<file path="config.mk">
export PLATFORM = sky130hd
export DESIGN_NAME = rmac_cfg_regs
export DESIGN_NICKNAME = d
export VERILOG_FILES = /design/src/common/rmac_pkg.sv /design/src/hdl/rmac_afc_ctrl.sv /design/src/hdl/rmac_cfg_regs.sv /design/src/hdl/rmac_gain_shift.sv
export SDC_FILE = /design/constraint.sdc
export NUM_CORES = 1
export LEC_CHECK = 0
export BUFFER_PORTS_ARGS = -buffer_cell sky130_fd_sc_hd__buf_4
export CAP_MARGIN = 15
export CORE_ASPECT_RATIO = 0.9
export CORE_MARGIN = 8
export CORE_UTILIZATION = 50
export DETAILED_ROUTE_END_ITERATION = 7
export PLACE_DENSITY = 0.85
export SLEW_MARGIN = 25
export SYNTH_ARGS = -nofsm -noshare
export SYNTH_HDL_FRONTEND = slang
export SYNTH_SLANG_ARGS = --single-unit
</file>
<file path="constraint.sdc">
create_clock -name clk -period 1.6 [get_ports clk]
set_input_delay 0.08 -clock clk [delete_from_list [all_inputs] [get_ports clk]]
set_output_delay 0.08 -clock clk [all_outputs]
set_load 0.02 [all_outputs]
</file>
<file path="src/common/rmac_pkg.sv">
// shared constants and carriers of the modem / frequency-correction config bank
// assumes: a single 40 MHz clock domain, byte-wide register port
`default_nettype none
package rmac_pkg;
	// ----------------------------------------------------------------
	// register addresses in the radio register map
	// ----------------------------------------------------------------
	localparam int ADDR_W = 10;
	localparam logic [9:0] ADDR_MODEM_SCHEME = 10'h115; // modem_scheme_config
	localparam logic [9:0] ADDR_TRACK_CFG = 10'h116; // freq_tracking_config
	localparam logic [9:0] ADDR_TRACK_GAINS = 10'h117; // freq_tracking_gains
	localparam logic [9:0] ADDR_IQ_PHASE = 10'h118; // iq_phase_trim_reg

	// ----------------------------------------------------------------
	// reset values
	// ----------------------------------------------------------------
	localparam logic [7:0] RST_MODEM_SCHEME = 8'h00;
	localparam logic [7:0] RST_TRACK_CFG = 8'h08; // scheme field at 2
	localparam logic [7:0] RST_TRACK_GAINS = 8'h37; // advised gains 3 and 7
	localparam logic [7:0] RST_IQ_PHASE = 8'h00;
	localparam logic [7:0] UNMAPPED_READ = 8'h00;

	// ----------------------------------------------------------------
	// field positions
	// ----------------------------------------------------------------
	localparam int IF_BANDWIDTH_SEL_MSB = 7;
	localparam int IF_BANDWIDTH_SEL_LSB = 6;
	localparam int TXMOD_MSB = 5;
	localparam int TXMOD_LSB = 3;
	localparam int RXDEM_MSB = 2;
	localparam int RXDEM_LSB = 0;
	localparam int TRK_RSVD_MSB = 7;
	localparam int TRK_RSVD_LSB = 5;
	localparam int TRK_POL_BIT = 4;
	localparam int TRK_SCHEME_MSB = 3;
	localparam int TRK_SCHEME_LSB = 2;
	localparam int TRK_MODE_MSB = 1;
	localparam int TRK_MODE_LSB = 0;
	localparam int KP_MSB = 7;
	localparam int KP_LSB = 4;
	localparam int KI_MSB = 3;
	localparam int KI_LSB = 0;
	localparam int PHASE_RSVD_BIT = 7;
	localparam int PHASE_MSB = 6;
	localparam int PHASE_LSB = 0;

	// ----------------------------------------------------------------
	// codes and figures
	// ----------------------------------------------------------------
	localparam logic [8:0] KHZ_100 = 9'h064;
	localparam logic [8:0] KHZ_150 = 9'h096;
	localparam logic [8:0] KHZ_200 = 9'h0c8;
	localparam logic [8:0] KHZ_300 = 9'h12c;
	localparam logic [1:0] IF_BANDWIDTH_SEL_300K = 2'h3;
	localparam logic [2:0] TXMOD_FSK = 3'h0;
	localparam logic [2:0] TXMOD_GFSK = 3'h1;
	localparam logic [2:0] TXMOD_CARRIER = 3'h3;
	localparam logic [2:0] RXDEM_FSK = 3'h0;
	localparam logic [1:0] TRK_SCHEME_REQ = 2'h2;

	// frequency-correction modes
	typedef enum logic [1:0] {
		FCM_FREE = 2'h0,
		FCM_OFF = 2'h1,
		FCM_HOLD = 2'h2,
		FCM_LOCK = 2'h3
	} rmac_fc_mode_t;

	// decoded transmit modulation, one flag per legal scheme
	typedef struct packed {
		logic fsk;
		logic gfsk;
		logic carrier;
		logic reserved;
	} rmac_tx_mod_t;

	// frequency-correction loop control toward the analog loop
	typedef struct packed {
		logic track;
		logic freeze;
		logic off;
		logic locked;
	} rmac_fc_ctrl_t;
endpackage
`default_nettype wire

</file>
<file path="src/hdl/rmac_afc_ctrl.sv">
// frequency-correction loop sequencer: free run, off, hold, and lock-on-detect
// assumes: detect inputs are one-cycle pulses from the packet front end
`timescale 1ns/1ps
`default_nettype none
module rmac_afc_ctrl (
	// clock and reset
	input wire logic clk,
	input wire logic rstn,
	// mode select from configuration
	input wire logic [1:0] mode,
	// packet front-end events
	input wire logic preamble_det,
	input wire logic sync_det,
	input wire logic rx_restart,
	input wire logic [3:0] preamble_match,
	// loop control out
	output rmac_pkg::rmac_fc_ctrl_t ctrl
);
	typedef enum logic [4:0] {
		ST_RUN = 5'h01,
		ST_OFF = 5'h02,
		ST_HOLD = 5'h04,
		ST_SEEK = 5'h08,
		ST_LOCK = 5'h10
	} rmac_afc_st_t;

	rmac_afc_st_t state; // current sequencer state
	rmac_afc_st_t next_state; // state for the next edge
	logic lock_event; // qualified detect that closes the lock

	// ----------------------------------------------------------------
	// lock qualification
	// ----------------------------------------------------------------
	// sync word only counts when preamble detection is switched off
	assign lock_event = (preamble_match != 4'h0) ? preamble_det : sync_det;

	// next state follows the mode field each cycle
	always_comb begin
		next_state = state;
		unique case (rmac_pkg::rmac_fc_mode_t'(mode))
			rmac_pkg::FCM_FREE: next_state = ST_RUN;
			rmac_pkg::FCM_OFF: next_state = ST_OFF;
			rmac_pkg::FCM_HOLD: next_state = ST_HOLD;
			rmac_pkg::FCM_LOCK: begin
				if (rx_restart || (state != ST_SEEK && state != ST_LOCK)) begin
					next_state = ST_SEEK;
				end else if (state == ST_SEEK && lock_event) begin
					next_state = ST_LOCK;
				end
			end
		endcase
	end

	// state register
	always_ff @(posedge clk) begin
		if (!rstn) begin
			state <= ST_RUN;
		end else begin
			state <= next_state;
		end
	end

	// registered loop controls, decoded from the next state so they match state
	always_ff @(posedge clk) begin
		if (!rstn) begin
			ctrl <= '0;
		end else begin
			ctrl.track <= (next_state == ST_RUN) || (next_state == ST_SEEK);
			ctrl.freeze <= (next_state == ST_HOLD) || (next_state == ST_LOCK);
			ctrl.off <= (next_state == ST_OFF);
			ctrl.locked <= (next_state == ST_LOCK);
		end
	end
endmodule
`default_nettype wire

</file>
<file path="src/hdl/rmac_cfg_regs.sv">
// modem scheme and frequency-correction configuration register bank
// assumes: byte-wide register port of the radio map, one clock, sync reset
`timescale 1ns/1ps
`default_nettype none

// Functional notes
// - bandwidth field picks 100/150/200/300 kHz
// - 300 kHz bandwidth moves IF to 300
// - tx field: FSK, GFSK, carrier; others reserved
// - rx field: only code zero is legal
// - loop modes: free, disabled, paused hold
// - lock mode: lock on preamble or sync
// - proportional gain is two to field
// - integral gain is two to field
// - seven-bit phase trim, bit seven zero
module rmac_cfg_regs (
	// clock and reset
	input wire logic clk,
	input wire logic rstn,
	// register port
	input wire logic [9:0] reg_addr,
	input wire logic reg_wr,
	input wire logic [7:0] reg_wdata,
	input wire logic reg_rd,
	output logic [7:0] reg_rdata,
	output logic reg_rvalid,
	// packet front-end events for the lock mode
	input wire logic preamble_det,
	input wire logic sync_det,
	input wire logic rx_restart,
	input wire logic [3:0] preamble_match,
	// receive path configuration
	output logic [1:0] if_bandwidth_sel,
	output logic [8:0] if_bandwidth_khz,
	output logic [8:0] if_freq_khz,
	output logic if_freq_high,
	output logic rx_demod_valid,
	output logic [6:0] iq_phase_trim,
	// transmit path configuration
	output rmac_pkg::rmac_tx_mod_t tx_mod,
	// frequency-correction loop
	output rmac_pkg::rmac_fc_ctrl_t fc_ctrl,
	output logic [15:0] prop_gain_lin,
	output logic [15:0] int_gain_lin,
	// configuration health
	output logic cfg_reserved_used
);
	// ----------------------------------------------------------------
	// storage
	// ----------------------------------------------------------------
	logic [7:0] modem_scheme_config; // bandwidth, tx and rx scheme
	logic [7:0] freq_tracking_config; // loop polarity, scheme and mode
	logic [7:0] freq_tracking_gains; // loop gain exponents
	logic [7:0] iq_phase_trim_reg; // image-rejection phase trim

	// field views
	logic [2:0] tx_modulation_sel; // transmit modulation code
	logic [2:0] rx_demodulation_sel; // receive demodulation code
	logic [1:0] freq_correction_mode; // loop mode code
	logic [3:0] freq_loop_prop_gain; // proportional exponent
	logic [3:0] freq_loop_int_gain; // integral exponent
	logic freq_loop_polarity; // must stay zero
	logic [1:0] freq_loop_scheme; // must stay at two

	// next values of the decoded outputs
	logic [8:0] next_bw_khz;
	logic [8:0] next_if_khz;
	rmac_pkg::rmac_tx_mod_t next_tx_mod;
	logic next_reserved;
	logic [7:0] next_rdata;

	// write strobes per register
	logic wr_modem;
	logic wr_track;
	logic wr_gains;
	logic wr_phase;

	// ----------------------------------------------------------------
	// address decode
	// ----------------------------------------------------------------
	assign wr_modem = reg_wr && (reg_addr == rmac_pkg::ADDR_MODEM_SCHEME);
	assign wr_track = reg_wr && (reg_addr == rmac_pkg::ADDR_TRACK_CFG);
	assign wr_gains = reg_wr && (reg_addr == rmac_pkg::ADDR_TRACK_GAINS);
	assign wr_phase = reg_wr && (reg_addr == rmac_pkg::ADDR_IQ_PHASE);

	// field slicing
	assign tx_modulation_sel = modem_scheme_config[rmac_pkg::TXMOD_MSB:rmac_pkg::TXMOD_LSB];
	assign rx_demodulation_sel = modem_scheme_config[rmac_pkg::RXDEM_MSB:rmac_pkg::RXDEM_LSB];
	assign freq_correction_mode =
		freq_tracking_config[rmac_pkg::TRK_MODE_MSB:rmac_pkg::TRK_MODE_LSB];
	assign freq_loop_polarity = freq_tracking_config[rmac_pkg::TRK_POL_BIT];
	assign freq_loop_scheme =
		freq_tracking_config[rmac_pkg::TRK_SCHEME_MSB:rmac_pkg::TRK_SCHEME_LSB];
	assign freq_loop_prop_gain = freq_tracking_gains[rmac_pkg::KP_MSB:rmac_pkg::KP_LSB];
	assign freq_loop_int_gain = freq_tracking_gains[rmac_pkg::KI_MSB:rmac_pkg::KI_LSB];

	// ----------------------------------------------------------------
	// register writes
	// ----------------------------------------------------------------
	// every bit is plain read/write, reserved ones included, so software
	// reads back exactly what it wrote; misuse is flagged, not masked
	always_ff @(posedge clk) begin
		if (!rstn) begin
			modem_scheme_config <= rmac_pkg::RST_MODEM_SCHEME;
		end else if (wr_modem) begin
			modem_scheme_config <= reg_wdata;
		end
	end

	// tracking configuration, fixed bits are left to software
	always_ff @(posedge clk) begin
		if (!rstn) begin
			freq_tracking_config <= rmac_pkg::RST_TRACK_CFG;
		end else if (wr_track) begin
			freq_tracking_config <= reg_wdata;
		end
	end

	// loop gains, reset to the advised pair
	always_ff @(posedge clk) begin
		if (!rstn) begin
			freq_tracking_gains <= rmac_pkg::RST_TRACK_GAINS;
		end else if (wr_gains) begin
			freq_tracking_gains <= reg_wdata;
		end
	end

	// phase trim
	always_ff @(posedge clk) begin
		if (!rstn) begin
			iq_phase_trim_reg <= rmac_pkg::RST_IQ_PHASE;
		end else if (wr_phase) begin
			iq_phase_trim_reg <= reg_wdata;
		end
	end

	// ----------------------------------------------------------------
	// register reads
	// ----------------------------------------------------------------
	// unmapped addresses answer zero rather than stalling the port
	always_comb begin
		next_rdata = rmac_pkg::UNMAPPED_READ;
		if (reg_addr == rmac_pkg::ADDR_MODEM_SCHEME) begin
			next_rdata = modem_scheme_config;
		end else if (reg_addr == rmac_pkg::ADDR_TRACK_CFG) begin
			next_rdata = freq_tracking_config;
		end else if (reg_addr == rmac_pkg::ADDR_TRACK_GAINS) begin
			next_rdata = freq_tracking_gains;
		end else if (reg_addr == rmac_pkg::ADDR_IQ_PHASE) begin
			next_rdata = iq_phase_trim_reg;
		end
	end

	// read data one cycle after the strobe, held until the next read
	always_ff @(posedge clk) begin
		if (!rstn) begin
			reg_rdata <= 8'h00;
			reg_rvalid <= 1'b0;
		end else begin
			reg_rvalid <= reg_rd;
			if (reg_rd) begin
				reg_rdata <= next_rdata;
			end
		end
	end

	// ----------------------------------------------------------------
	// receive filter decode
	// ----------------------------------------------------------------
	always_comb begin
		unique case (modem_scheme_config[rmac_pkg::IF_BANDWIDTH_SEL_MSB:rmac_pkg::IF_BANDWIDTH_SEL_LSB])
			2'h0: next_bw_khz = rmac_pkg::KHZ_100;
			2'h1: next_bw_khz = rmac_pkg::KHZ_150;
			2'h2: next_bw_khz = rmac_pkg::KHZ_200;
			2'h3: next_bw_khz = rmac_pkg::KHZ_300;
		endcase
	end

	// the widest filter no longer fits a 200 kHz IF, so the IF follows it
	assign next_if_khz = (modem_scheme_config[rmac_pkg::IF_BANDWIDTH_SEL_MSB:rmac_pkg::IF_BANDWIDTH_SEL_LSB]
		== rmac_pkg::IF_BANDWIDTH_SEL_300K) ? rmac_pkg::KHZ_300 : rmac_pkg::KHZ_200;

	// registered receive outputs
	always_ff @(posedge clk) begin
		if (!rstn) begin
			if_bandwidth_sel <= 2'h0;
			if_bandwidth_khz <= rmac_pkg::KHZ_100;
			if_freq_khz <= rmac_pkg::KHZ_200;
			if_freq_high <= 1'b0;
		end else begin
			if_bandwidth_sel <= modem_scheme_config[rmac_pkg::IF_BANDWIDTH_SEL_MSB:rmac_pkg::IF_BANDWIDTH_SEL_LSB];
			if_bandwidth_khz <= next_bw_khz;
			if_freq_khz <= next_if_khz;
			if_freq_high <= (next_if_khz == rmac_pkg::KHZ_300);
		end
	end

	// ----------------------------------------------------------------
	// transmit and demodulation decode
	// ----------------------------------------------------------------
	// a reserved transmit code drives no scheme at all, the modulator idles
	always_comb begin
		next_tx_mod = '0;
		if (tx_modulation_sel == rmac_pkg::TXMOD_FSK) begin
			next_tx_mod.fsk = 1'b1;
		end else if (tx_modulation_sel == rmac_pkg::TXMOD_GFSK) begin
			next_tx_mod.gfsk = 1'b1;
		end else if (tx_modulation_sel == rmac_pkg::TXMOD_CARRIER) begin
			next_tx_mod.carrier = 1'b1;
		end else begin
			next_tx_mod.reserved = 1'b1;
		end
	end

	// any reserved code or fixed bit off its value raises the health flag
	always_comb begin
		next_reserved = next_tx_mod.reserved;
		if (rx_demodulation_sel != rmac_pkg::RXDEM_FSK) begin
			next_reserved = 1'b1;
		end
		if (iq_phase_trim_reg[rmac_pkg::PHASE_RSVD_BIT]) begin
			next_reserved = 1'b1;
		end
		if (freq_tracking_config[rmac_pkg::TRK_RSVD_MSB:rmac_pkg::TRK_RSVD_LSB] != 3'h0
			|| freq_loop_polarity || freq_loop_scheme != rmac_pkg::TRK_SCHEME_REQ) begin
			next_reserved = 1'b1;
		end
	end

	// registered transmit, demodulation, trim and health outputs
	always_ff @(posedge clk) begin
		if (!rstn) begin
			tx_mod <= '0;
			rx_demod_valid <= 1'b0;
			iq_phase_trim <= 7'h00;
			cfg_reserved_used <= 1'b0;
		end else begin
			tx_mod <= next_tx_mod;
			rx_demod_valid <= (rx_demodulation_sel == rmac_pkg::RXDEM_FSK);
			iq_phase_trim <= iq_phase_trim_reg[rmac_pkg::PHASE_MSB:rmac_pkg::PHASE_LSB];
			cfg_reserved_used <= next_reserved;
		end
	end

	// ----------------------------------------------------------------
	// frequency-correction loop
	// ----------------------------------------------------------------
	// mode sequencer, owns the lock handshake with the packet front end
	rmac_afc_ctrl u_afc (
		.clk(clk),
		.rstn(rstn),
		.mode(freq_correction_mode),
		.preamble_det(preamble_det),
		.sync_det(sync_det),
		.rx_restart(rx_restart),
		.preamble_match(preamble_match),
		.ctrl(fc_ctrl)
	);

	// proportional gain as a one-hot shift amount
	rmac_gain_shift u_prop_gain (
		.clk(clk),
		.rstn(rstn),
		.code(freq_loop_prop_gain),
		.gain(prop_gain_lin)
	);

	// integral gain as a one-hot shift amount
	rmac_gain_shift u_int_gain (
		.clk(clk),
		.rstn(rstn),
		.code(freq_loop_int_gain),
		.gain(int_gain_lin)
	);
endmodule
`default_nettype wire

</file>
<file path="src/hdl/rmac_gain_shift.sv">
// power-of-two gain expander: turns a 4-bit exponent into a one-hot linear gain
// assumes: code is a static configuration value, output lags it by one clock
`timescale 1ns/1ps
`default_nettype none
module rmac_gain_shift (
	// clock and reset
	input wire logic clk,
	input wire logic rstn,
	// exponent in
	input wire logic [3:0] code,
	// linear gain out, 2 to the power code
	output logic [15:0] gain
);
	// ----------------------------------------------------------------
	// one flop per gain bit
	// ----------------------------------------------------------------
	// one-hot form lets the loop apply the gain as a pure shift, no multiplier
	genvar i;
	generate
		for (i = 0; i < 16; i++) begin : g_bit
			always_ff @(posedge clk) begin
				if (!rstn) begin
					gain[i] <= 1'b0;
				end else begin
					gain[i] <= (code == i[3:0]);
				end
			end
		end
	endgenerate
endmodule
`default_nettype wire

</file>
; Yosys cells after proc, flatten, opt, wreduce, memory -nomap -nowiden
; Index checks and enable logic that the tools add are counted.
[op_classes]
addsub = 0
multipliers = 0
div = 0
magnitude_cmp = 0
n_eq_ne = 52
n_shift = 0
mux = 19
bitwise = 1
reduce_logical = 22
[op_table]
columns = op, count
row1 = "4-bit equality test, second input constant", 16
row2 = "10-bit by 9-bit equality test with 1-bit output, second input constant", 4
row3 = 9-bit case mux with 4 select lines, 1
row4 = "4-bit by 3-bit equality test with 1-bit output, second input constant", 8
row5 = 8-bit two-way mux, 4
row6 = 5-bit case mux with 4 select lines, 1
row7 = "4-bit by 2-bit equality test with 1-bit output, second input constant", 4
row8 = "5-bit by 4-bit equality test with 1-bit output, second input constant", 2
row9 = 1-bit two-way mux, 10
row10 = 5-bit two-way mux, 2
row11 = "9-bit equality test, second input constant", 1
row12 = 9-bit two-way mux, 1
row13 = "2-bit equality test, second input constant", 4
row14 = "4-bit by 1-bit equality test with 1-bit output, second input constant", 2
row15 = 4-bit logical NOT, 2
row16 = 1-bit logical AND, 6
row17 = 3-bit logical NOT, 2
row18 = 3-bit nonzero test, 2
row19 = "5-bit by 1-bit equality test with 1-bit output, second input constant", 1
row20 = "5-bit by 2-bit equality test with 1-bit output, second input constant", 1
row21 = "5-bit by 3-bit equality test with 1-bit output, second input constant", 1
row22 = "5-bit equality test, second input constant", 1
row23 = 1-bit logical OR, 5
row24 = "5-bit by 4-bit != test with 1-bit output, second input constant", 1
row25 = 10 further kinds, 12
[totals]
regBits = 116
latch_bits = 0
ramBits = 0
mem_bits_ro = 0
in_bits = 29
wordCells = 148
mem_count = 0

; Longest topological paths before layout
; Gate-level depths: netlist (run 1).
[depth]
ltp_word = 8
ltp_mapped = 5
depth_no_buf = 4

; Hierarchy
; From an unflattened synthesis (run 1), not the netlist that was laid out.
[hier_totals]
hier_cells = 381
area_unflattened_um2 = 3738.6
[by_module_without_submodules]
columns = mod, n_inst, cells_per_inst, area_each_um2, seq_area_each_um2
row1 = rmac_cfg_regs, 1, 269, 2514.9, 1281.2
row2 = rmac_gain_shift, 2, 39, 437.9, 320.3
row3 = rmac_afc_ctrl, 1, 34, 347.8, 180.2

; Worst setup path after synthesis (run 1)
; Ideal clock, no wire load.
[synth_path]
path_type = input to register
from = input reg_addr[7]
to = register freq_tracking_gains[6]
t_arrival_ps = 1176
t_required_ps = 1475
path_slack_ps = 299
path_stages = 5
path_buffers = 2
path_cell_list = or3b_1 > buf_2 > or3_1 > clkbuf_1 > mux2i_1
[synth_between]
elab_chain_cells = 2
[synth_rtl]
columns = item, line
row1 = start: declaration, rmac_cfg_regs.sv:21  ; input wire logic [9:0] reg_addr,
row2 = 10-bit by 9-bit equality test with 1-bit output, rmac_cfg_regs.sv:83  ; assign wr_gains = reg_wr && (reg_addr == rmac_pkg::ADDR_TRACK_GAINS);
row3 = 1-bit logical AND, rmac_cfg_regs.sv:83
row4 = end signal: assignment, rmac_cfg_regs.sv:122  ; freq_tracking_gains <= rmac_pkg::RST_TRACK_GAINS;
row5 = end signal: assignment, rmac_cfg_regs.sv:124  ; freq_tracking_gains <= reg_wdata;
row6 = end: declaration, rmac_cfg_regs.sv:53  ; logic [7:0] freq_tracking_gains;
; Every way passes these cells.
; A chain may end at the register's enable or synchronous reset.

; Worst setup path after layout (run 1)
[layout_path]
from = register u_afc.state[2]
to = register u_afc.ctrl[3] (netlist bit)
[layout_between]
elab_chain_cells = 7
elab_cells_between_ends = 12
classes_between = 5 x eq/ne / 3 x mux / 4 x reduce/logical
[layout_rtl]
columns = item, line
row1 = start: declaration, rmac_afc_ctrl.sv:27  ; rmac_afc_st_t state;
row2 = start signal: assignment, rmac_afc_ctrl.sv:59  ; state <= next_state;
row3 = 5-bit by 4-bit equality test with 1-bit output (tied with other cells), rmac_afc_ctrl.sv:47  ; end else if (state == ST_SEEK && lock_event) begin
row4 = "1-bit logical AND, on equally long branches", "rmac_afc_ctrl.sv:47, rmac_afc_ctrl.sv:45"
row5 = 5-bit two-way mux / 1-bit logical OR (equally long branches), "rmac_afc_ctrl.sv:47, rmac_afc_ctrl.sv:45"
row6 = 5-bit two-way mux (*), rmac_afc_ctrl.sv:45  ; if (rx_restart || (state != ST_SEEK && state != ST_LOCK)) begin
row7 = 5-bit case mux with 4 select lines (*), rmac_afc_ctrl.sv:40  ; unique case (rmac_pkg::rmac_fc_mode_t'(mode))
row8 = 5-bit by 1-bit equality test with 1-bit output / 5-bit by 4-bit equality test with 1-bit output (equally long branches), rmac_afc_ctrl.sv:68  ; ctrl.track <= (next_state == ST_RUN) || (next_state == ST_SEEK);
row9 = 1-bit logical OR (*), rmac_afc_ctrl.sv:68
row10 = end: declaration, rmac_afc_ctrl.sv:17  ; output rmac_pkg::rmac_fc_ctrl_t ctrl
; Mark *: on every way between the ends. The rest lies on a longest branch, timed or not.

==> summary by stage, run 1 <==
Synth
Synthesis inferred 105 register bits. The library cell with the largest summed area after synthesis is sky130_fd_sc_hd__dfxtp_1. The sequential-to-total area share from yosys stat is 54.4%. The average footprint of a synthesized cell is 9.88 um2.

By area the synthesized netlist is led by sky130_fd_sc_hd__dfxtp_1 54%, sky130_fd_sc_hd__mux2i_1 7.8%, sky130_fd_sc_hd__nand2_1 4.8%, sky130_fd_sc_hd__o211ai_1 3.5%, sky130_fd_sc_hd__nor2_1 3.0%. The yosys synthesis warning count is 0. The post-synthesis async set-or-reset flop share is 0%. The share of synthesized area in the top cell type comes to 54.4%.

In this run the cell area of the synthesized design comes to 3860 um2. After synthesis, the netlist uses 43 different library cells. In the synthesized netlist the dominant register cell turns out to be sky130_fd_sc_hd__dfxtp_1. Synthesis produced a netlist whose cell count is 391.

The synthesized design contains 0 enable-type register cells.

Worst setup path
The number of buffers and inverters on the critical path is 0. The element type at the critical path start is a flop. In this run the worst setup path begins at u_afc.state[2]. The worst path required time is 1.84 ns. For the worst setup path, the data arrival time is 1.63 ns.

For this run, the slowest stage of the critical path takes 0.61 ns. The critical path class is flop to flop. The type of destination of the critical path is a flop. In this run the critical register-to-register path is launched from u_afc.state[2]. The largest delay contributor family on the critical path is simple AND/OR/NAND/NOR gates. For this design, the slowest cell found on the critical path is sky130_fd_sc_hd__or4_1. The maximum fanout count along the critical path is 5. The critical path goes through or4_1 -> o211ai_1 -> o21ai_0.

CTS
In this run, CTS created clock tree buffers numbering 9. After clock tree synthesis, the clock-pin slew on the worst setup and hold paths is 0.10 ns. The CTS tree is done. Counting along the longest clock path gives a buffer depth of 2. The tree is rooted in a sky130_fd_sc_hd__clkbuf_8. Counting every sink on the clock net gives 105. CTS built an H-tree with a depth of 3.

The clock latency reported for the late side of the worst-skew pair is 0.37 ns. The number of gates resized after CTS was 0.

Placement
The sum of net half-perimeters after detailed placement is 7.23 mm. Timing analysis after detailed placement gives a worst setup slack of 0.0468 ns. The routability congestion estimate from global placement is 0.891. Input and output buffers added on the ports amount to 102.

Cells and area
The library cell used most frequently in the layout, excluding fill and tap cells, is sky130_fd_sc_hd__buf_4. Of the cells placed in the final design, the portion with a size suffix greater than 1 is 26.9%. The number of antenna diodes in the final layout is 0. The top cell types in the final layout, fill and taps aside, are 112 x sky130_fd_sc_hd__buf_4, 105 x sky130_fd_sc_hd__dfxtp_1, 49 x sky130_fd_sc_hd__nand2_1. The area growth from synthesis to layout is 27.2%.

In the final design database the tool counted 523 nets. The post-layout utilization of the core is 65.4%.

Drt
The residual antenna-violating net count after detailed routing is 0. The DRC violations left is 0. The number of vias after detailed routing is 3147. The number of violations reported at the end of detailed-routing iteration 0 is 298. For this run, the detailed router's first-pass iteration total came to 5. Dividing the detail-routed wire length by the instance count gives 16.3 um. The total length of routed wires is 9.63 mm.

The via-per-instance ratio is 5.33.

Die
The floorplan step set the die height to 99.4 um. For this configuration, the core starts out at a cell density of 51.4%. The initialized floorplan defines 30 standard-cell rows. The top-level I/O count is 108.

The die is 109 um wide. The floorplan step defined a die boundary enclosing 10800 um2. The area of the core is 7510 um2.

Global routing
Entering global routing, the biggest net connects 29 pins. The number of antenna violations at the first check in global routing was 0. For this run, the total global-route usage over all layers was measured as 17.7%. The leftover overflow at the end of global routing is 0. The first-pass GRT wire length is 15.2 mm. The via count of the first global-routing pass is 3092.

Pwr
In this run the power density over the cells is 927 nW/um2. For this design the static power due to leakage is 2.29 nW. In this run, flip-flops and latches consume 57.7% of the power.

The proportion of total power due to net switching is 23.8%. Combinational logic is responsible for 5.4% of the overall power. The share of power burned in the clock network is 37.0%.

The reported net switching power is 1.08 mW. The internal portion of the total power is 3.47 mW. The peak ir drop on the vdd network is 0.400 mV. The total chip power is 4.55 mW.

Timing
Setup slack closes at 0.214 ns. The headroom to the max-slew limit is 65.4%. Final hold analysis gives a worst-case slack of 0.00709 ns. Setup repair after global routing left no endpoint under its margin. The routed design could run at a clock period as short as 1.39 ns. The measured slew at the worst slew-check pin is 0.519 ns. For this run, the top clock speed supported by timing is 721 MHz. After layout, the worst path uses 86.6% of the clock period. The clock skew after layout is 0.00581 ns. The post-route setup TNS is 0 ns. The final hold violation count was 0. Setup violations remaining at the end of the flow were counted as 0. The max-slew violation count came to 0.

Hold path
The type of the worst min-delay path is primary input to flop. The worst hold path begins at reg_wdata[2].

Job
Across the run, the number of max-cap violations was 0.

Outcome
The flow ran to the end, and the final reports show no timing, DRC or antenna violations.
## tightest hold or removal path, stage by stage
cell and delay [ns]:
sky130_fd_sc_hd__buf_4 0.12, sky130_fd_sc_hd__inv_1 0.04, sky130_fd_sc_hd__o211ai_1 0.08
## final timing paths
path / endpoint / slack (ns) / depth (start not counted)
worst max-delay path: u_afc.ctrl[3] / 0.21 / 3
worst min-delay path: freq_tracking_gains[2] / 0.007 / 3
worst max register to register: u_afc.ctrl[3] / 0.21 / 3
worst min register to register: iq_phase_trim[4] / 0.48 / 2
## kinds of logic (layout without fill, tap and decap cells)
group | count (synthesis) | after routing | synth area share, %
flops | 105 | 105 | 54.4
compound gates | 54 | 54 | 10.1
fa+ha+maj | 5 | 5 | 1.62
xor+xnor | 1 | 1 | 0.227
simple gates | 141 | 141 | 19.0
mux | 31 | 31 | 8.07
buf+inv | 52 | 152 | 6.38
other cells | 2 | 5 | 0.194
## repair_timing
item	4_1_cts	5_1_grt
hold endpoints to repair	5	0
hold buffers	5	0
buffers inserted	0	0
## layout make-up
cell class	count	area, um2
multi-input cells	237	1520
repair buffers	117	891
clock inverters	7	77.6
flip-flops and latches	105	2100
inverters	19	71.3
well taps	96	120
clock buffers	9	124
fillers	591	2600
## synthesized netlist by cell type, drive strengths merged, types with 4 or more instances
cell type and instances:
a21o 9, a22oi 12, and2 4, buf 17, clkbuf 16, dfxtp 105, ha 5, inv 19
mux2i 30, nand2 49, nand2b 9, nand3 5, nand3b 6, nor2 31, nor2b 5, nor3 11
o211ai 18, o21ai 5
## metrics by stage
stage | cell area [um2] | std cells
after floorplan | 3870 | 394
after global placement | 4660 | 569
after detailed placement | 4660 | 569
after CTS | 4910 | 590
after global routing | 4910 | 590
final | 4910 | 590
## power by group through the flow
| stage | combinational, mW | clock (mW) | sequential, mW |
|---|---|---|---|
| after floorplan | 0.113 | 0 | 2.69 |
| after global placement | 0.224 | 0 | 2.68 |
| after detailed placement | 0.230 | 0 | 2.68 |
| final | 0.243 | 1.68 | 2.62 |
| after CTS | 0.240 | 1.69 | 2.62 |
| after global routing | 0.261 | 1.79 | 2.62 |
## per-layer routing
metal	vias to the layer above	track usage, %	routed length, um
li1	1513	-	-
met5	-	0	0
met1	1488	20.9	3910
met3	19	3.30	702
met2	127	29.5	4830
met4	0	9.36	186
(Power assumes the default switching activity.)
==> inputs of run 2 (changes only) <==
==> constraint.sdc (replaced) <==
create_clock -name clk -period 1.4 [get_ports clk]
set_input_delay 0.07 -clock clk [delete_from_list [all_inputs] [get_ports clk]]
set_output_delay 0.07 -clock clk [all_outputs]
set_load 0.02 [all_outputs]
==> run 2 against run 1 <==
Compared with the run above: combinational power is 20% higher; final area is 1.6% higher; critical path depth stayed put; maximum frequency is 4.5% higher.
==> summary by stage, run 2 (same netlist as run 1, synthesis figures left out) <==
Timing
The clock period minus worst slack is 1.33 ns. The final critical path takes up 94.7% of the cycle. The post-route setup TNS is 0 ns. The clock skew after layout is 0.00804 ns. The final hold violation count is 0. The fmax is 754 MHz.

The max-slew violation count is 0. The final worst slack is 0.0738 ns. Setup repair after global routing left no endpoint under its margin. Setup violations remaining at the end of the flow were counted as 0.

Worst setup path
The end point of the critical path is cfg_reserved_used. At the worst endpoint, the required time is 1.64 ns. The minimum setup slack among reg-to-reg paths is 0.07 ns.

STA puts the critical path data arrival time at 1.57 ns. The critical path class is flop to flop. The critical register-to-register path endpoint is cfg_reserved_used. The number of cells on the worst reg-to-reg path is 3. The element type at the critical path start is a flop. The type of destination of the critical path is a flop. The maximum fanout count along the critical path is 3. The worst reg2reg path startpoint is iq_phase_trim_reg[7]. The timing startpoint of the critical path is iq_phase_trim_reg[7].

Placement
At the placement stage, the worst setup path has a slack of -0.0332 ns. The number of port buffers is 102. The routability congestion estimate from global placement is 0.875. The placed cell area is 4730 um2.

After legalization and detailed placement, the total HPWL measured 7.24 mm.

Drt
Once detail routing completed, the nets flagged for antenna violations numbered 0. The final route contains 3164 vias. The via-per-instance ratio is 5.28.

The total length of routed wires is 9.82 mm. The number of iterations in the first detailed-routing pass is 4. After detailed routing, the average wire length per cell comes to 16.4 um. After the first detailed-routing iteration, the DRC count stood at 203. The DRC violations left is 0.

Cells and area
The final net count is 532. After filler insertion, the fill cell instance count of the layout stands at 582. Compared with the post-synthesis result, the final layout area differs by 29.2%. The fraction of final layout cells sized beyond drive strength 1 is 28.6%.

The count of antenna diodes in the layout is 0. The post-layout utilization of the core is 66.5%. The cell area after layout is 4990 um2. The most common library cell in the layout ignoring fill and taps is sky130_fd_sc_hd__buf_4.

The library cells used most frequently in the layout, excluding fill and tap cells, are 121 x sky130_fd_sc_hd__buf_4, 105 x sky130_fd_sc_hd__dfxtp_1, 49 x sky130_fd_sc_hd__nand2_1.

CTS
TritonCTS built the clock tree. The H-tree level count is 3. The clock net in this run drives a total of 105 sinks. Clock latency on the worst-skew pair, taken at its later pin, is 0.36 ns. The root buffer cell chosen for the clock tree is sky130_fd_sc_hd__clkbuf_8. The deepest clock path buffer count is 2. The clock edge transition at the registers on the reported setup and hold paths is 0.10 ns. The number of buffers created by CTS is 9.

Global routing
The maximum number of pins on one net before global-route repair is 22. The via count of the first global-routing pass came to 3239. The first-pass GRT wire length is 15.9 mm.

For this run the aggregate overflow at the end of global routing stands at 0. The number of antenna violations at the first check in global routing came to 0. The global-route usage over all layers is 18.3%.

Die
The die covers 10800 um2. The initial utilization of the core area, before any placement, comes to 51.4%. The die width is 109 um. The floorplan row count is 30.

The height of the die is 99.4 um. The top-level I/O count is 108. The core region is 7510 um2.

Hold path
The type of the worst min-delay path is primary input to flop.

Pwr
The total chip power is 5.21 mW. The peak ir drop on the vdd network is 0.594 mV. In this run the static leakage power is 2.34 nW. The power per cell area is 1040 nW/um2.

Outcome
The run finished with clean final reports.

Job
The max-capacitance violation count is 0.
-- run 2: changes by cell type in the layout (fill, tap and decap cells not counted), sizes merged --
| cell | delta |
|---|---|
| clkbuf | +1 |
| inv | -1 |
| buf | +9 |
-- run 2: cell type report --
cell class,count,area (um2),area share (%)
Tap cell,96,120,2.41
Clock buffer,10,138,2.76
Clock inverter,6,65.1,1.30
Sequential cell,105,2100,42.1
Timing Repair Buffer,126,958,19.2
Inverter,19,71.3,1.43
Multi-Input combinational cell,237,1530,30.7
-- run 2: repair_timing --
action	in CTS	in global routing
buffers inserted	0	0
endpoints found under the hold margin	4	1
gates resized for setup	0	2
setup endpoints to repair	0	5
hold buffers	4	1
-- run 2: metrics by stage --
stage / hold WS (ns) / std cells
after floorplan: 0.192 / 394
after global placement: 0.292 / 578
after detailed placement: 0.299 / 578
after CTS: 0.00173 / 598
after global routing: 0.00306 / 599
final: 0.0140 / 599
-- run 2: metal layers --
metal | share of wire (%) | wire length, um | track usage (%) | vias to the layer above
met3 | 8.8 | 869 | 4.85 | 20
met5 | 0 | 0 | 0 | -
li1 | - | - | - | 1540
met2 | 49 | 4860 | 31.7 | 145
met4 | 2.2 | 219 | 7.26 | 0
met1 | 39 | 3870 | 20.9 | 1459
-- run 2: critical path, cell delays in order, from the launching register on --
cell,delay [ns]
sky130_fd_sc_hd__dfxtp_1,0.33
sky130_fd_sc_hd__or4_1,0.53
sky130_fd_sc_hd__nor4b_2,0.24
sky130_fd_sc_hd__a31oi_1,0.10
-- run 2: worst min path at each step --
stage	from	to	slack, ns	depth (start not counted)
after CTS	reg_wdata[0]	freq_tracking_gains[0]	0.002	3
after detailed placement	reg_rd	reg_rvalid	0.30	2
after global placement	reg_rd	reg_rvalid	0.29	2
after floorplan	reg_rd	reg_rvalid	0.19	1
final	reg_wdata[1]	freq_tracking_gains[1]	0.01	3
after global routing	reg_wdata[1]	freq_tracking_gains[1]	0.003	3
-- run 2: where the power goes --
| group | switching (mW) | total [mW] | internal [mW] |
|---|---|---|---|
| Clock | 1.04 | 1.92 | 0.883 |
| Combinational | 0.164 | 0.291 | 0.127 |
| Sequential | 0.00320 | 3.00 | 2.99 |
==> inputs of run 3 (changes only) <==
--- a/config.mk
+++ b/config.mk
@@ -5,13 +5,14 @@
 export SDC_FILE = /design/constraint.sdc
 export NUM_CORES = 1
 export LEC_CHECK = 0
+export ABC_AREA = 1
 export BUFFER_PORTS_ARGS = -buffer_cell sky130_fd_sc_hd__buf_4
 export CAP_MARGIN = 15
 export CORE_ASPECT_RATIO = 0.9
 export CORE_MARGIN = 8
 export CORE_UTILIZATION = 50
 export DETAILED_ROUTE_END_ITERATION = 7
-export PLACE_DENSITY = 0.85
+export PLACE_DENSITY = 0.78
 export SLEW_MARGIN = 25
 export SYNTH_ARGS = -nofsm -noshare
 export SYNTH_HDL_FRONTEND = slang
==> run 3 against run 2 <==
Compared with the run above: total power down 2.1%; synthesized area is 2.6% higher; count of clock-buffer cells in the layout unchanged; largest power group unchanged.
==> summary by stage, run 3 <==
Cells and area
The area added between synthesis and finish is 26.7%. The final net count is 612. The library cell used most frequently in the layout, excluding fill and tap cells, is sky130_fd_sc_hd__buf_4. The count of antenna diodes in the layout is 0. In the layout the commonest cells are 106 x sky130_fd_sc_hd__buf_4, 105 x sky130_fd_sc_hd__dfxtp_1, 87 x sky130_fd_sc_hd__nor2_1. The post-route netlist has 26.8% of its cells at a drive strength greater than 1.

Placement
After legalization and detailed placement, the total HPWL measured 7.51 mm. At the end of routability-driven placement, the weighted congestion stood at 0.979. In this run the tool buffered the top-level ports with 102 buffer cells.

Worst setup path
The worst path required time is 1.71 ns. The worst setup path is launched from a flop. STA puts the critical path data arrival time at 1.50 ns. The slowest library cell on the worst path is sky130_fd_sc_hd__dfxtp_1. The type of destination of the critical path is a flop. Counting stages on the worst path, the most repeated cell is sky130_fd_sc_hd__nand2_1.

The maximum fanout count along the critical path is 3. In this design, the stage delay of the slowest critical-path cell is 0.31 ns. The critical path class is flop to flop. Walking the worst path, the cells encountered are nor2_1 -> nand4_1 -> nor2_1 -> nand2_1 -> nand2_1 -> nand2_1 -> nand2_1 -> nand2_1 -> nor2_1.

Global routing
The number of antenna violations at the first check in global routing is 0. The global-route usage over all layers is 18.1%. The leftover overflow at the end of global routing is 0.

The first global-routing pass estimated 15.8 mm of wire. The maximum number of pins on one net before global-route repair is 37. The via count of the first global-routing pass came to 3275.

Drt
The via-per-instance ratio is 4.85. Once detail routing completed, the nets flagged for antenna violations numbered 0. The DRC violations left is 0. The total length of routed wires is 9.70 mm. The number of vias after detailed routing is 3296. The number of iterations in the first detailed-routing pass is 4. Dividing the detail-routed wire length by the instance count gives 14.3 um. After the first detailed-routing iteration, the DRC count stood at 188.

Synth
Synthesis handed over a netlist of 473 instances. Counting flops and latches in the post-synthesis netlist gives 105. The yosys synthesis warning count is 0. The count of distinct cell types in the synthesized netlist is 31.

The average footprint of a synthesized cell is 8.38 um2. After synthesis, the cell types taking the most area are sky130_fd_sc_hd__dfxtp_1 53%, sky130_fd_sc_hd__nor2_1 8.2%, sky130_fd_sc_hd__nand2_1 5.5%, sky130_fd_sc_hd__inv_1 5.0%, sky130_fd_sc_hd__a21oi_1 4.4%. Among all cell types in the netlist, the one instantiated most often is sky130_fd_sc_hd__dfxtp_1. The library cell with the largest summed area after synthesis is sky130_fd_sc_hd__dfxtp_1. In the synthesized netlist the dominant register cell turns out to be sky130_fd_sc_hd__dfxtp_1. Ranked by instance count, the synthesized netlist is headed by 105 x sky130_fd_sc_hd__dfxtp_1, 87 x sky130_fd_sc_hd__nor2_1, 58 x sky130_fd_sc_hd__nand2_1, 53 x sky130_fd_sc_hd__inv_1, 35 x sky130_fd_sc_hd__a21oi_1. In this run the cell area of the synthesized design comes to 3960 um2. Counting flops with a built-in enable in the synthesized netlist gives 0. The share of the synthesized area in the top cell type is 53.0%. The sequential-to-total area share from yosys stat is 53.0%.

The post-synthesis async set-or-reset flop share is 0%.

CTS
The clock latency reported for the late side of the worst-skew pair is 0.37 ns. The count of hold buffers inserted by post-cts repair is 9. The cell at the root of the clock tree is sky130_fd_sc_hd__clkbuf_8. The H-tree level count is 3. In this run, CTS created clock tree buffers numbering 9.

TritonCTS built the clock tree. The clock edge transition at the registers on the reported setup and hold paths is 0.10 ns. Gates resized during post-CTS repair numbered 0.

Post-CTS timing repair inserted 0 buffers for setup. The tree built by TritonCTS fans out to 105 sinks. The deepest clock path buffer count is 2.

Timing
Setup repair after global routing left no endpoint under its margin. In the final timing run, aggregate negative setup slack is 0 ns. The clock skew after layout is 0.0146 ns.

The final hold violation count is 0. Setup violations remaining at the end of the flow were counted as 0. The clock period minus worst slack is 1.19 ns. Hold timing on the final database bottoms out at a slack of 0.0184 ns. For this run, the top clock speed supported by timing is 840 MHz. The portion of the clock cycle consumed by the worst path in the final layout is 85.1%. The max-slew violation count is 0.

Die
The die covers 11000 um2. In this run the count of I/O pins placed on the die edge is 108. The die width is 110 um. The floorplan row count is 30.

Measured along the y axis, the die boundary spans 100 um. The floorplan step defined a core boundary enclosing 7620 um2. The starting density of the core is 52.0%.

Outcome
The run finished with clean final reports.

Pwr
The power per cell area is 1020 nW/um2. The leakage power figure is 2.34 nW. The worst-case IR drop observed on VDD is 0.572 mV.

Job
Across the run, the number of max-cap violations was 0.

Hold path
The type of the worst min-delay path is primary input to flop.
-- run 3: cell types whose count changed after synthesis, moves of 12 or more --
cell | previous run | this run
sky130_fd_sc_hd__inv_1 | 19 | 53
sky130_fd_sc_hd__a22oi_1 | 12 | 0
sky130_fd_sc_hd__nand3_1 | 4 | 21
sky130_fd_sc_hd__o21ai_1 | 0 | 15
sky130_fd_sc_hd__mux2i_1 | 30 | 0
sky130_fd_sc_hd__o211ai_1 | 18 | 1
sky130_fd_sc_hd__nor2_1 | 31 | 87
sky130_fd_sc_hd__a21oi_1 | 1 | 35
-- run 3: cell type report --
class | count | area [um2]
clock buffer | 10 | 138
timing repair buffer | 116 | 906
multi-input combinational | 284 | 1460
clock inverter | 6 | 60.1
inverter | 62 | 233
fill | 646 | 2600
tap | 96 | 120
sequential | 105 | 2100
-- run 3: metal layers --
metal	share of wire, %	vias to the layer above	global-route usage (%)
li1	-	1693	-
met1	44	1500	21.8
met2	48	96	30.4
met3	7.4	7	6.01
met4	0.82	0	3.73
met5	0	-	0
-- run 3: path summary, 6_finish.rpt --
check	slack, ns	cells past startpoint	startpoint	endpoint
hold reg to reg	0.43	2	iq_phase_trim_reg[2]	iq_phase_trim[2]
setup reg to reg	0.21	9	u_afc.state[0]	u_afc.ctrl[2]
setup / recovery	0.21	9	u_afc.state[0]	u_afc.ctrl[2]
hold / removal	0.02	3	reg_wdata[7]	iq_phase_trim_reg[7]
-- run 3: critical path, delay by kind of cell, from the launching register on --
kind	cells	cell delay (ns)
simple gates	9	0.83
flops	1	0.31
-- run 3: cell families (layout without fill, tap and decap cells) --
| family | count (synthesis) | count (layout) | synth area share (%) |
|---|---|---|---|
| other | 2 | 5 | 0.190 |
| AOI/OAI and AO/OA | 70 | 70 | 10.7 |
| DFF | 105 | 105 | 53.0 |
| adders and majority gates | 5 | 5 | 1.58 |
| and+or+nand+nor | 204 | 204 | 24.2 |
| buffers and inverters | 87 | 194 | 10.3 |
-- run 3: where the power goes --
group,switching (mW),internal (mW)
combinational,0.176,0.118
clock,1.08,0.735
sequential,0.00326,3.00
total,1.25,3.85
-- run 3: through the flow --
step	setup WS, ns	utilization [%]	area [um2]	power (mW)	instances
2_1_floorplan	0.310	-	3970	3.22	476
6_report	0.209	65.9	5020	5.10	679
3_3_place_gp	0.0434	62.1	4730	3.34	654
4_1_cts	0.213	65.9	5020	5.15	679
5_1_grt	0.0514	65.9	5020	5.32	679
3_5_place_dp	0.00420	62.1	4730	3.34	654
